**config.mk**
```make
export PLATFORM = sky130hd
export DESIGN_NAME = abr_agu
export DESIGN_NICKNAME = d
export VERILOG_FILES = /design/src/verilog/abr_pkg.sv /design/src/verilog/abr_mod_if.sv /design/src/verilog/abr_agu.sv /design/src/verilog/abr_modulo.sv
export VERILOG_INCLUDE_DIRS = /design/src /design/src/verilog
export SDC_FILE = /design/constraint.sdc
export NUM_CORES = 1
export LEC_CHECK = 0
export ABC_AREA = 1
export BUFFER_PORTS_ARGS = -buffer_cell sky130_fd_sc_hd__buf_2
export CORE_ASPECT_RATIO = 1.5
export CORE_MARGIN = 1
export CORE_UTILIZATION = 55
export DETAILED_ROUTE_END_ITERATION = 8
export PLACE_DENSITY = 0.78
export SYNTH_ARGS = -nofsm -noshare
export SYNTH_HDL_FRONTEND = slang
export SYNTH_SLANG_ARGS = --single-unit
```
**constraint.sdc**
```tcl
create_clock -name clk -period 5.1 [get_ports clk]
set_input_delay 0.255 -clock clk [delete_from_list [all_inputs] [get_ports clk]]
set_output_delay 0.255 -clock clk [all_outputs]
set_load 0.005 [all_outputs]
```
**src/verilog/abr_regs.svh**
```systemverilog
// Register offsets, field positions and reset values of the AGU block.
// Assumes byte addresses on a 12-bit APB address, one word per register.
`ifndef ABR_REGS_SVH
`define ABR_REGS_SVH
// Register byte offsets
`define ABR_OFS_MODCTL   12'h000
`define ABR_OFS_MODSTART 12'h004
`define ABR_OFS_MODEND   12'h008
`define ABR_OFS_BRCFG    12'h00C
`define ABR_OFS_LASTEA   12'h010
// Modulo control fields
`define ABR_MC_MODEN     15
`define ABR_MC_RSEL_HI   7
`define ABR_MC_RSEL_LO   4
`define ABR_MC_MSEL_HI   3
`define ABR_MC_MSEL_LO   0
`define ABR_MC_MASK      16'h80FF
`define ABR_MC_RST       16'h00F0
// Reverse configuration fields
`define ABR_BR_EN        15
`define ABR_BR_MOD_HI    14
`define ABR_BR_RST       16'h0000
// Word addresses only: bit 0 of a reversed result is dropped
`define ABR_WORD_MASK    16'hFFFE
// Pointer select that never reverses (stack pointer)
`define ABR_NO_REV_PTR   4'hF
// Plain reset value for data registers
`define ABR_ZERO16       16'h0000
`endif
```
**src/verilog/abr_pkg.sv**
```systemverilog
// Types shared by the AGU modules.
// Assumes the register constants come from abr_regs.svh.
package abr_pkg;
    // Addressing form of the current request
    typedef enum logic [2:0] {
        AM_IND     = 3'b000,  // Plain register indirect
        AM_POSTINC = 3'b001,  // Post-increment
        AM_POSTDEC = 3'b010,  // Post-decrement
        AM_PREINC  = 3'b011,  // Pre-increment
        AM_PREDEC  = 3'b100,  // Pre-decrement
        AM_REGOFS  = 3'b101   // Register plus offset
    } abr_mode_t;
endpackage

```
**src/verilog/abr_mod_if.sv**
```systemverilog
// Signals between the address generator and a modulo corrector.
// Assumes a purely combinational corrector on the far side.
interface abr_mod_if;
    logic [15:0] addr_in;   // Raw modified address
    logic [15:0] lo_bound;  // Buffer start address
    logic [15:0] hi_bound;  // Buffer end address
    logic        incr;      // Buffer walks upward
    logic        enable;    // Correction allowed
    logic [15:0] addr_out;  // Corrected address
    // Corrector side
    modport unit (input addr_in, lo_bound, hi_bound, incr, enable,
                  output addr_out);
    // Generator side
    modport user (output addr_in, lo_bound, hi_bound, incr, enable,
                  input addr_out);
endinterface

```
**src/verilog/abr_agu.sv**
```systemverilog
// Data address generator with modulo and bit-reversed addressing.
// Assumes an APB master for setup and one core request per clock.
//
// Overview of operation
// RULE_01: Modulo applies to any working register pointer
// RULE_02: Boundary test catches addresses beyond the bound
// RULE_03: Write back only for pre or post modify
// RULE_04: Register-plus-offset corrects but keeps pointer unchanged
// RULE_05: Bit reversal only on X write data path
// RULE_06: Only the modifier is taken bit-reversed; the code reverses the pointer as well
// RULE_07: Reverse needs select not 15, enable, increment
// RULE_08: Modifier is 15-bit field of reverse config
// RULE_09: Software aligns buffer start to its size
// RULE_10: Word data: modifier scaled, address bit 0 clear
// RULE_11: Byte writes or other forms give normal addresses
// RULE_12: Reverse adds modifier, ignores the mode offset
// RULE_13: Reverse beats modulo on writes, reads keep modulo
// RULE_14: Software avoids reverse read right after config write
// RULE_15: Modifier equals half the buffer size in words
// RULE_16: Sixteen-entry buffer follows 4-bit reversed index order
// RULE_17: Reverse-carry sum written back to the pointer
`include "abr_regs.svh"
module abr_agu (
    // Clock and reset
    input  wire logic             clk,
    input  wire logic             rst,
    // APB slave
    input  wire logic             psel,
    input  wire logic             penable,
    input  wire logic             pwrite,
    input  wire logic [11:0]      paddr,
    input  wire logic [31:0]      pwdata,
    output logic                  pready,
    output logic [31:0]           prdata,
    output logic                  pslverr,
    // Core execution stage request
    input  wire logic             req_valid,
    input  wire logic             req_write,
    input  wire logic             req_byte,
    input  abr_pkg::abr_mode_t    req_mode,
    input  wire logic [3:0]       req_wreg,
    input  wire logic [15:0]      req_ptr,
    input  wire logic [15:0]      req_offs,
    // Address to data memory
    output logic                  ea_valid,
    output logic                  ea_write,
    output logic [15:0]           ea_addr,
    output logic                  rev_active,
    // Pointer write back to the register file
    output logic                  wb_en,
    output logic [3:0]            wb_reg,
    output logic [15:0]           wb_data
);
    // Software registers
    logic [15:0] modctl_reg;    // modulo_control_reg
    logic [15:0] mod_start_reg; // Modulo buffer start
    logic [15:0] mod_end_reg;   // Modulo buffer end
    logic [15:0] brcfg_reg;     // bit_reverse_config
    // APB answer flops
    logic        pready_reg;
    logic [31:0] prdata_reg;
    logic        pslverr_reg;
    // Core answer flops
    logic        ea_valid_reg;
    logic        ea_write_reg;
    logic [15:0] ea_addr_reg;
    logic        rev_active_reg;
    logic        wb_en_reg;
    logic [3:0]  wb_reg_reg;
    logic [15:0] wb_data_reg;

    // APB decode wires
    wire        apb_setup;
    wire        apb_done;
    wire        apb_wr;
    wire        hit_modctl;
    wire        hit_start;
    wire        hit_end;
    wire        hit_brcfg;
    wire        hit_lastea;
    wire        hit_any;
    wire [15:0] rd_word;

    // Field wires
    wire        mod_enable;
    wire [3:0]  mod_psel;
    wire [3:0]  reverse_pointer_select;
    wire        reverse_enable;
    wire [14:0] reverse_modifier;

    // Request decode wires
    wire        is_inc;
    wire        is_dec;
    wire        is_pre;
    wire        is_post;
    wire        is_ofs;
    wire        modifies;
    wire        walk_up;
    wire        mod_hit;
    wire        rev_act;
    wire [15:0] mod_sum;
    wire [15:0] corr_addr;
    wire [15:0] ptr_word;
    wire [15:0] rev_step;
    wire [15:0] rev_sum_r;
    wire [15:0] rev_sum;
    wire [15:0] ea_next;
    wire [15:0] wb_next;
    wire        wb_en_next;

    // Modulo paths, one per data direction
    abr_mod_if rd_if ();
    abr_mod_if wr_if ();

    // Bit order reversal of a 16-bit word
    function automatic logic [15:0] rev16(input logic [15:0] v);
        logic [15:0] r;
        r = 16'h0000;
        for (int i = 0; i < 16; i++) begin
            r[i] = v[15-i];
        end
        return r;
    endfunction

    // APB phase decode; answer comes one cycle after setup
    assign apb_setup  = psel & ~penable;
    assign apb_done   = psel & penable & pready_reg;
    assign apb_wr     = apb_done & pwrite;
    assign hit_modctl = paddr == `ABR_OFS_MODCTL;
    assign hit_start  = paddr == `ABR_OFS_MODSTART;
    assign hit_end    = paddr == `ABR_OFS_MODEND;
    assign hit_brcfg  = paddr == `ABR_OFS_BRCFG;
    assign hit_lastea = paddr == `ABR_OFS_LASTEA;
    assign hit_any    = hit_modctl | hit_start | hit_end | hit_brcfg | hit_lastea;

    // Read data mux; last address shows the block's own state
    assign rd_word = hit_modctl ? modctl_reg :
                     hit_start  ? mod_start_reg :
                     hit_end    ? mod_end_reg :
                     hit_brcfg  ? brcfg_reg :
                     hit_lastea ? ea_addr_reg :
                     `ABR_ZERO16;

    // Control fields
    assign mod_enable             = modctl_reg[`ABR_MC_MODEN];
    assign mod_psel               = modctl_reg[`ABR_MC_MSEL_HI:`ABR_MC_MSEL_LO];
    assign reverse_pointer_select = modctl_reg[`ABR_MC_RSEL_HI:`ABR_MC_RSEL_LO];
    assign reverse_enable         = brcfg_reg[`ABR_BR_EN];
    assign reverse_modifier       = brcfg_reg[`ABR_BR_MOD_HI:0]; // RULE_08

    // APB answer: ready one cycle after setup
    always_ff @(posedge clk) begin
        if (rst) begin
            pready_reg  <= 1'b0;
            prdata_reg  <= 32'h0000_0000;
            pslverr_reg <= 1'b0;
        end else begin
            pready_reg  <= apb_setup;
            prdata_reg  <= {16'h0000, rd_word};
            pslverr_reg <= apb_setup & ~hit_any;
        end
    end

    // Modulo control, reserved bits masked to zero
    always_ff @(posedge clk) begin
        if (rst) begin
            modctl_reg <= `ABR_MC_RST;
        end else if (apb_wr && hit_modctl) begin
            modctl_reg <= pwdata[15:0] & `ABR_MC_MASK;
        end
    end

    // Modulo buffer bounds
    always_ff @(posedge clk) begin
        if (rst) begin
            mod_start_reg <= `ABR_ZERO16;
            mod_end_reg   <= `ABR_ZERO16;
        end else if (apb_wr) begin
            if (hit_start) begin
                mod_start_reg <= pwdata[15:0];
            end
            if (hit_end) begin
                mod_end_reg <= pwdata[15:0];
            end
        end
    end

    // Reverse configuration; software spaces reads after it
    always_ff @(posedge clk) begin
        if (rst) begin
            brcfg_reg <= `ABR_BR_RST;
        end else if (apb_wr && hit_brcfg) begin
            brcfg_reg <= pwdata[15:0]; // RULE_14
        end
    end

    // Addressing form decode
    assign is_inc   = req_mode == abr_pkg::AM_PREINC || req_mode == abr_pkg::AM_POSTINC;
    assign is_dec   = req_mode == abr_pkg::AM_PREDEC || req_mode == abr_pkg::AM_POSTDEC;
    assign is_pre   = req_mode == abr_pkg::AM_PREINC || req_mode == abr_pkg::AM_PREDEC;
    assign is_post  = req_mode == abr_pkg::AM_POSTINC || req_mode == abr_pkg::AM_POSTDEC;
    assign is_ofs   = req_mode == abr_pkg::AM_REGOFS;
    assign modifies = is_pre | is_post;
    // Direction of a register offset taken from its sign
    assign walk_up  = is_inc | (is_ofs & ~req_offs[15]);

    // Any working register may own the modulo buffer
    assign mod_hit = mod_enable & (req_wreg == mod_psel); // RULE_01

    // Reverse only for word writes with increment forms
    assign rev_act = reverse_enable & req_write & ~req_byte & is_inc
                   & (reverse_pointer_select != `ABR_NO_REV_PTR)
                   & (req_wreg == reverse_pointer_select); // RULE_07 RULE_05 RULE_11

    // Normal modified address
    assign mod_sum = is_dec ? 16'(req_ptr - req_offs) : 16'(req_ptr + req_offs);

    // Read path keeps modulo in all cases
    assign rd_if.addr_in  = mod_sum;
    assign rd_if.lo_bound = mod_start_reg;
    assign rd_if.hi_bound = mod_end_reg;
    assign rd_if.incr     = walk_up;
    assign rd_if.enable   = mod_hit & (modifies | is_ofs); // RULE_13

    // Write path loses modulo while reversing
    assign wr_if.addr_in  = mod_sum;
    assign wr_if.lo_bound = mod_start_reg;
    assign wr_if.hi_bound = mod_end_reg;
    assign wr_if.incr     = walk_up;
    assign wr_if.enable   = mod_hit & (modifies | is_ofs) & ~rev_act; // RULE_13

    // Modulo correctors
    abr_modulo u_rd_mod (
        .m (rd_if)
    );
    abr_modulo u_wr_mod (
        .m (wr_if)
    );

    // Pick the path of this access
    assign corr_addr = req_write ? wr_if.addr_out : rd_if.addr_out;

    // Pointer in normal order, word aligned
    assign ptr_word = {req_ptr[15:1], 1'b0}; // RULE_10
    // Modifier scaled to bytes; mode offset ignored
    assign rev_step = {reverse_modifier, 1'b0}; // RULE_10 RULE_12
    // Carry runs from the top bit downward
    assign rev_sum_r = 16'(rev16(ptr_word) + rev16(rev_step)); // RULE_06 RULE_17
    // Carry out of the bottom bit lands in bit 0; cleared so the walk wraps
    assign rev_sum   = rev16(rev_sum_r) & `ABR_WORD_MASK; // RULE_16 RULE_10

    // Effective address: pre and offset forms use the result
    assign ea_next = rev_act ? (is_pre ? rev_sum : ptr_word) :
                     (is_pre | is_ofs) ? corr_addr : req_ptr; // RULE_04

    // Pointer update: modify forms only
    assign wb_next    = rev_act ? rev_sum : corr_addr; // RULE_17
    assign wb_en_next = req_valid & modifies; // RULE_03 RULE_04

    // Core answer registered one cycle after the request
    always_ff @(posedge clk) begin
        if (rst) begin
            ea_valid_reg   <= 1'b0;
            rev_active_reg <= 1'b0;
            wb_en_reg      <= 1'b0;
        end else begin
            ea_valid_reg   <= req_valid;
            rev_active_reg <= req_valid & rev_act;
            wb_en_reg      <= wb_en_next;
        end
    end

    // Address and data held with the request's valid
    always_ff @(posedge clk) begin
        if (rst) begin
            ea_write_reg <= 1'b0;
            ea_addr_reg  <= `ABR_ZERO16;
            wb_reg_reg   <= 4'h0;
            wb_data_reg  <= `ABR_ZERO16;
        end else if (req_valid) begin
            ea_write_reg <= req_write;
            ea_addr_reg  <= ea_next;
            wb_reg_reg   <= req_wreg;
            wb_data_reg  <= wb_next;
        end
    end

    // Outputs straight from flops
    assign pready     = pready_reg;
    assign prdata     = prdata_reg;
    assign pslverr    = pslverr_reg;
    assign ea_valid   = ea_valid_reg;
    assign ea_write   = ea_write_reg;
    assign ea_addr    = ea_addr_reg;
    assign rev_active = rev_active_reg;
    assign wb_en      = wb_en_reg;
    assign wb_reg     = wb_reg_reg;
    assign wb_data    = wb_data_reg;

    // Helper: request stays inside the modulo buffer
    wire in_buf_req = req_valid & mod_hit & ~rev_act & modifies
                    & (req_ptr >= mod_start_reg) & (req_ptr <= mod_end_reg)
                    & (req_offs <= 16'h0002);
endmodule

```
**src/verilog/abr_modulo.sv**
```systemverilog
// Modulo (circular buffer) correction for one address path.
// Assumes lo_bound <= hi_bound; purely combinational, no clock.
module abr_modulo (
    // Link to the address generator
    abr_mod_if.unit m
);
    // Buffer length in bytes, end address inclusive
    wire [15:0] buf_len;
    wire        past_hi;
    wire        past_lo;
    wire        wrap_dn;
    wire        wrap_up;

    assign buf_len = 16'(m.hi_bound - m.lo_bound + 16'h0001);
    // Beyond, not only equal: a big step still wraps
    assign past_hi = m.addr_in > m.hi_bound; // RULE_02
    assign past_lo = m.addr_in < m.lo_bound; // RULE_02
    // Upper bound for rising buffers, lower for falling ones
    assign wrap_dn = m.enable & m.incr & past_hi; // RULE_01
    assign wrap_up = m.enable & ~m.incr & past_lo; // RULE_01
    // Selection of the corrected address
    assign m.addr_out = wrap_dn ? 16'(m.addr_in - buf_len) :
                        wrap_up ? 16'(m.addr_in + buf_len) :
                        m.addr_in;
endmodule

```
### Word level (Yosys, flattened, before mapping)

Index checks and enable logic that the tools add are counted.
Widths: inputs -> output; s select.

* flip-flop bits (word level): 131
* bits in latches: 0
* RAM bits: 0
* memory bits (read-only): 0
* input port bits: 91
* output and inout bits: 74
* word-level logic and storage cells: 98
* memories: 0

* add/subtract/negate cells: 7
* multipliers: 0
* div/mod/pow operators: 0
* order comparisons: 2
* equality and inequality tests: 12
* shift operators: 0
* muxes and demuxes: 15
* bitwise logic cells: 38
* reduce and logical (&&, ||, !) cells: 9

Operators with widths (count)
* $mux 16: 15
* $sub 16x16->16: 3
* $add 16x16->16: 2
* $and 1x1->1: 24
* $eq 12x4->1 const B: 2
* $add 16x1->16 const B: 1
* $gt 16x16->1: 1
* $lt 16x16->1: 1
* $add 15x15->15: 1
* $eq 12x3->1 const B: 1
* $eq 12x5->1 const B: 1
* $logic_not 12->1: 1
* $eq 4x4->1: 2
* $or 1x1->1: 8
* $eq 3x2->1 const B: 2
* $eq 3x3->1 const B: 2
* $not 1->1: 6
* $logic_or 1x1->1: 4
* $ne 4x4->1 const B: 1
* $reduce_and 2->1: 2
* $eq 3x1->1 const B: 1
* $logic_and 1x1->1: 2

### Longest topological paths before layout

* depth in word-level cells: 14
* mapped depth: 32
* gate-level depth less buffers: 31

### Modules after synthesis

A second synthesis with hierarchy kept.

* cells, all modules: 2451
* area total of the unflattened synthesis: 15363.5 sq um

By module, submodules not included
* abr_agu: times used 1, cells each 1138, area each 7622.3 sq um, sequential area each 2302.2 sq um
* abr_modulo at u_rd_mod: times used 1, cells each 652, area each 3918.8 sq um, sequential area each 0.0 sq um
* abr_modulo at u_wr_mod: times used 1, cells each 661, area each 3822.4 sq um, sequential area each 0.0 sq um

### Least setup slack after synthesis

OpenSTA, ideal clock, no wires.

* path kind: input-to-reg
* start: input req_mode[2]
* end: register ea_addr_reg[13] (netlist: ea_addr[13])
* library setup time: 0.128 ns
* arrival time: 4.083 ns
* data required time: 4.972 ns
* slack: 0.890 ns
* stages on the path: 27
* path buffers: 1
* path through: inv_1 nand3_1 nand2_1 inv_1 clkbuf_1 o21ai_0 xor2_1 ha_1 a21o_1 a21boi_0 nand2_1 a21boi_0 xor2_1 inv_1 ha_1 inv_1 nor4_1 nand3_1 nand3_1 a21oi_1 xor2_1 nand3_1 nand2_1 nand2_2 nand3_1 a21oi_1 nor2_1

* word-level cells in the longest chain between the ends: 14
* elaborated cells between the ends (all ways): 42
* those cells by class: 2 x add/sub; 2 x order compare; 5 x eq/ne; 9 x mux; 20 x bitwise; 4 x reduce/logical

Ends and longest elaborated chain
* start: declaration: RTL line abr_agu.sv:40 `input abr_pkg::abr_mode_t req_mode,`
* parallel branches: the longest is 13 deep, another holds $lt 16x16->1
* $mux 16 (*): RTL line abr_agu.sv:253 `assign ea_next = rev_act ? (is_pre ? rev_sum : ptr_word) :`
* end signal: assignment: RTL line abr_agu.sv:277 `` ea_addr_reg <= `ABR_ZERO16; ``
* end signal: assignment: RTL line abr_agu.sv:282 `ea_addr_reg <= ea_next;`
* end: declaration: RTL line abr_agu.sv:66 `logic [15:0] ea_addr_reg;`

Mark *: on every way between the ends.
A chain may end at the register's enable or synchronous reset.

### Worst setup path after layout

* start: input req_mode[1]
* end: register ea_addr_reg[7] (netlist: ea_addr[7])

Same word-level chain as after synthesis.

==> summary.txt <==
Status
  – Status: finished, final reports clean

Detailed routing
  – First-pass iteration count of the detailed router: 7
  – Final ANT Viol Nets: 0
  – Initial DRC count: 1,022
  – Via count: 11,300
  – # DRC: 0
  – Vias per inst: 5.71
  – WL/cell: 18.4 um
  – Routed WL: 36,400 um

Finish
  – Layout cells sized above 1: 12.9%
  – Fin cells: 1,980
  – Nets: 1,929
  – Fillers: 1,799
  – Area grow syn2layout: 14.2%
  – Diodes inserted: 0

Clock network
  – CTS Buf Count: 17
  – TritonCTS clock tree: yes
  – Clock buffer depth: 2
  – Root buffer cell: clkbuf_16
  – Hold buffers post-CTS: 0
  – # clock sinks: 115
  – Worst skew pair latency: 0.43 ns
  – CTS clk-pin slew, worst paths: 0.06 ns
  – Post CTS Setup Buffer Count: 0
  – # H-tree levels: 4
  – Cts repair resizes: 0

Logic synthesis
  – FF+latch count, synth: 115
  – Adder-cell share of the synthesized area: 15.0%
  – Netlist cell types: 52
  – Compound-Gate Fraction of Synth Area: 21.7%
  – Largest family of logic cells by synthesized area: simple AND/OR/NAND/NOR gates
  – Synthesized area per cell: 6.64 um^2
  – Cell area after synthesis: 10,500 um^2
  – XOR/XNOR share of the synthesized area: 6.74%
  – Gate Count Post-Synth: 1,585
  – Seq/Total Area, Yosys: 21.9%
  – Yosys warnings: 0
  – Mux contribution to synthesized area: 0%
  – Simple-Gate Fraction of Synth Area: 23.0%

STA
  – Setup Skew: 0.00775 ns
  – Max Freq: 217 MHz
  – Final Slew Violations: 0
  – Final setup viols: 0
  – Final Cycle Share: 90.5%
  – Slew @ Worst Pin: 1.06 ns
  – Relative slew slack: 28.8%
  – Final hold violation count: 0
  – Setup TNS: 0 ns
  – Unrepaired setup endpoints after global routing: no
  – Tmin final: 4.62 ns

Die
  – Die W: 115 um
  – Chip Height: 171 um
  – Initial Util: 56.5%
  – Die area: 19,700 um^2
  – Num ports: 165
  – Core Footprint: 18,600 um^2
  – # rows: 61

Worst setup path
  – CP startpoint kind: input port
  – CP max FO: 25
  – Worst Setup EP: ea_addr[7]
  – CP max-delay cell: ha_1
  – CP arrival: 4.92 ns
  – R2R Setup Slk: 0.62 ns
  – Worst EP required: 5.41 ns
  – Delay of the slowest critical-path stage: 0.37 ns
  – Crit path from: req_mode[1]
  – Critical R2R Launch: mod_start_reg[4]
  – Critical Path End Type: flop
  – RR Endpoint: wb_data[15]
  – Worst R2R Path Depth: 28
  – CP Class: in -> reg

Power and ir drop
  – Pwr Total: 3.80 mW
  – VDD IR-drop max: 0.000226 V
  – P_leak: 6.09 nW
  – Pwr dens: 316 nW/um^2

Global route
  – Initial antenna violation count: 0
  – Overall routing resource usage: 37.5%
  – GRT overflow: 0
  – Global-route wire length before repair: 55,600 um
  – Vias in the first global route: 10,200
  – Largest net degree at the start of global routing: 76

Place
  – PortBufs: 132
  – Cell Count Post-Placement: 1,948
  – GPL Wtd Cong: 0.970
  – Post-DP HPWL: 28,600 um

Worst hold path
  – Worst hold path type: in -> reg

Job
  – Max_cap viols: 0
==> worst max-delay path: cells and delay by family <==
| kind | cells | cell delay [ns] |
|---|---|---|
| compound gates | 9 | 1.67 |
| xor+xnor | 2 | 0.47 |
| fa+ha+maj | 2 | 0.65 |
| buf+inv | 7 | 0.95 |
| simple gates | 9 | 0.89 |
==> how the worst min path moves through the flow <==
| stage | from | to | cells after the start |
|---|---|---|---|
| after global routing | penable | pready | 2 |
| after global placement | penable | pready | 2 |
| after floorplan | penable | pready | 1 |
| after detailed placement | wb_data[0] | wb_data[0] | 2 |
| after CTS | penable | pready | 2 |
| final | penable | pready | 2 |
==> metrics by stage <==
stage / utilization (%) / setup WS [ns] / area [um^2] / hold slack, ns
detailed placement: 61.4 / 0.178 / 11400 / 0.455
global placement: 61.4 / 0.291 / 11400 / 0.450
global route: 64.6 / 0.0951 / 12000 / 0.0167
finish: 64.6 / 0.484 / 12000 / 0.0178
floorplan: - / 0.890 / 10600 / 0.338
CTS: 64.6 / 0.595 / 12000 / 0.0168
==> final cells by class <==
cell class | instances | area [um^2] | area share, %
Timing Repair Buffer | 155 | 833 | 6.93
Inverter | 245 | 920 | 7.65
Sequential cell | 115 | 2300 | 19.1
Multi-Input combinational cell | 1181 | 7060 | 58.7
Tap cell | 252 | 315 | 2.62
Clock inverter | 15 | 168 | 1.39
Clock buffer | 17 | 425 | 3.54
==> cells in the mapped netlist (all sizes together) <==
| cell type | number | area share, % |
|---|---|---|
| nor4 | 5 | 0.36 |
| clkinv | 4 | 0.14 |
| nand4 | 29 | 1.8 |
| conb | 1 | 0.036 |
| o31ai | 5 | 0.36 |
| a22oi | 5 | 0.36 |
| dfxtp | 115 | 22 |
| nand3 | 77 | 4.0 |
| clkbuf | 35 | 1.2 |
| xnor2 | 13 | 1.1 |
| o32ai | 3 | 0.25 |
| o221ai | 11 | 0.92 |
| xor2 | 68 | 5.7 |
| a31oi | 11 | 0.65 |
| o2111ai | 2 | 0.17 |
| a21oi | 186 | 8.9 |
| o22ai | 3 | 0.18 |
| buf | 24 | 1.6 |
| nor3 | 25 | 1.2 |
| a211oi | 4 | 0.29 |
| ha | 118 | 14 |
| fa | 5 | 0.95 |
| a31o | 3 | 0.25 |
| o41ai | 1 | 0.083 |
| nand2 | 291 | 11 |
| a211o | 1 | 0.083 |
| or2 | 4 | 0.24 |
| a221oi | 8 | 0.67 |
| o21bai | 15 | 1.1 |
| inv | 241 | 8.6 |
| nor3b | 1 | 0.12 |
| a21o | 6 | 0.43 |
| nand3b | 5 | 0.36 |
| a21boi | 4 | 0.29 |
| nor2 | 118 | 4.4 |
| o21a | 3 | 0.21 |
| o21ai | 127 | 6.0 |
| o211ai | 8 | 0.57 |
==> cell families (layout without fill, tap and decap cells) <==
| group | after synthesis | count (layout) |
|---|---|---|
| and+or+nand+nor | 555 | 555 |
| AOI/OAI and AO/OA | 406 | 406 |
| buffers and inverters | 304 | 432 |
| adders and majority gates | 123 | 123 |
| DFF | 115 | 115 |
| xor gates and xnor gates | 81 | 81 |
| other | 1 | 16 |
==> power by group <==
group	total, mW	switching [mW]	leakage, nW	internal [mW]
registers	0.969	0.0354	0.935	0.933
clock network	1.22	0.488	0.291	0.731
logic	1.61	1.05	4.86	0.565
total	3.80	1.57	6.09	2.23
==> cell usage in the layout (no fill, tap or decap), types with 7 or more instances in the layout <==
cell type	count
buf_2	132
xnor2_1	13
inv_1	234
inv_2	7
o221ai_1	11
ha_1	118
nand2_1	283
o21ai_0	122
o211ai_1	8
a21oi_1	185
xor2_1	68
clkbuf_16	17
nor2_1	113
nor3_1	25
a31oi_1	11
nand4_1	28
nand2_2	8
nand3_1	71
conb_1	16
o21bai_1	15
dfxtp_1	115
a221oi_1	8
buf_4	23
==> layer usage <==
| layer | part of all wire [%] | track usage (%) | up-vias |
|---|---|---|---|
| met5 | 0 | 0 | - |
| met2 | 46 | 61.2 | 503 |
| met4 | 7.8 | 26.2 | 0 |
| met1 | 39 | 44.3 | 5140 |
| li1 | - | - | 5535 |
| met3 | 7.1 | 6.73 | 136 |
Power figures use the tool's default switching activity.
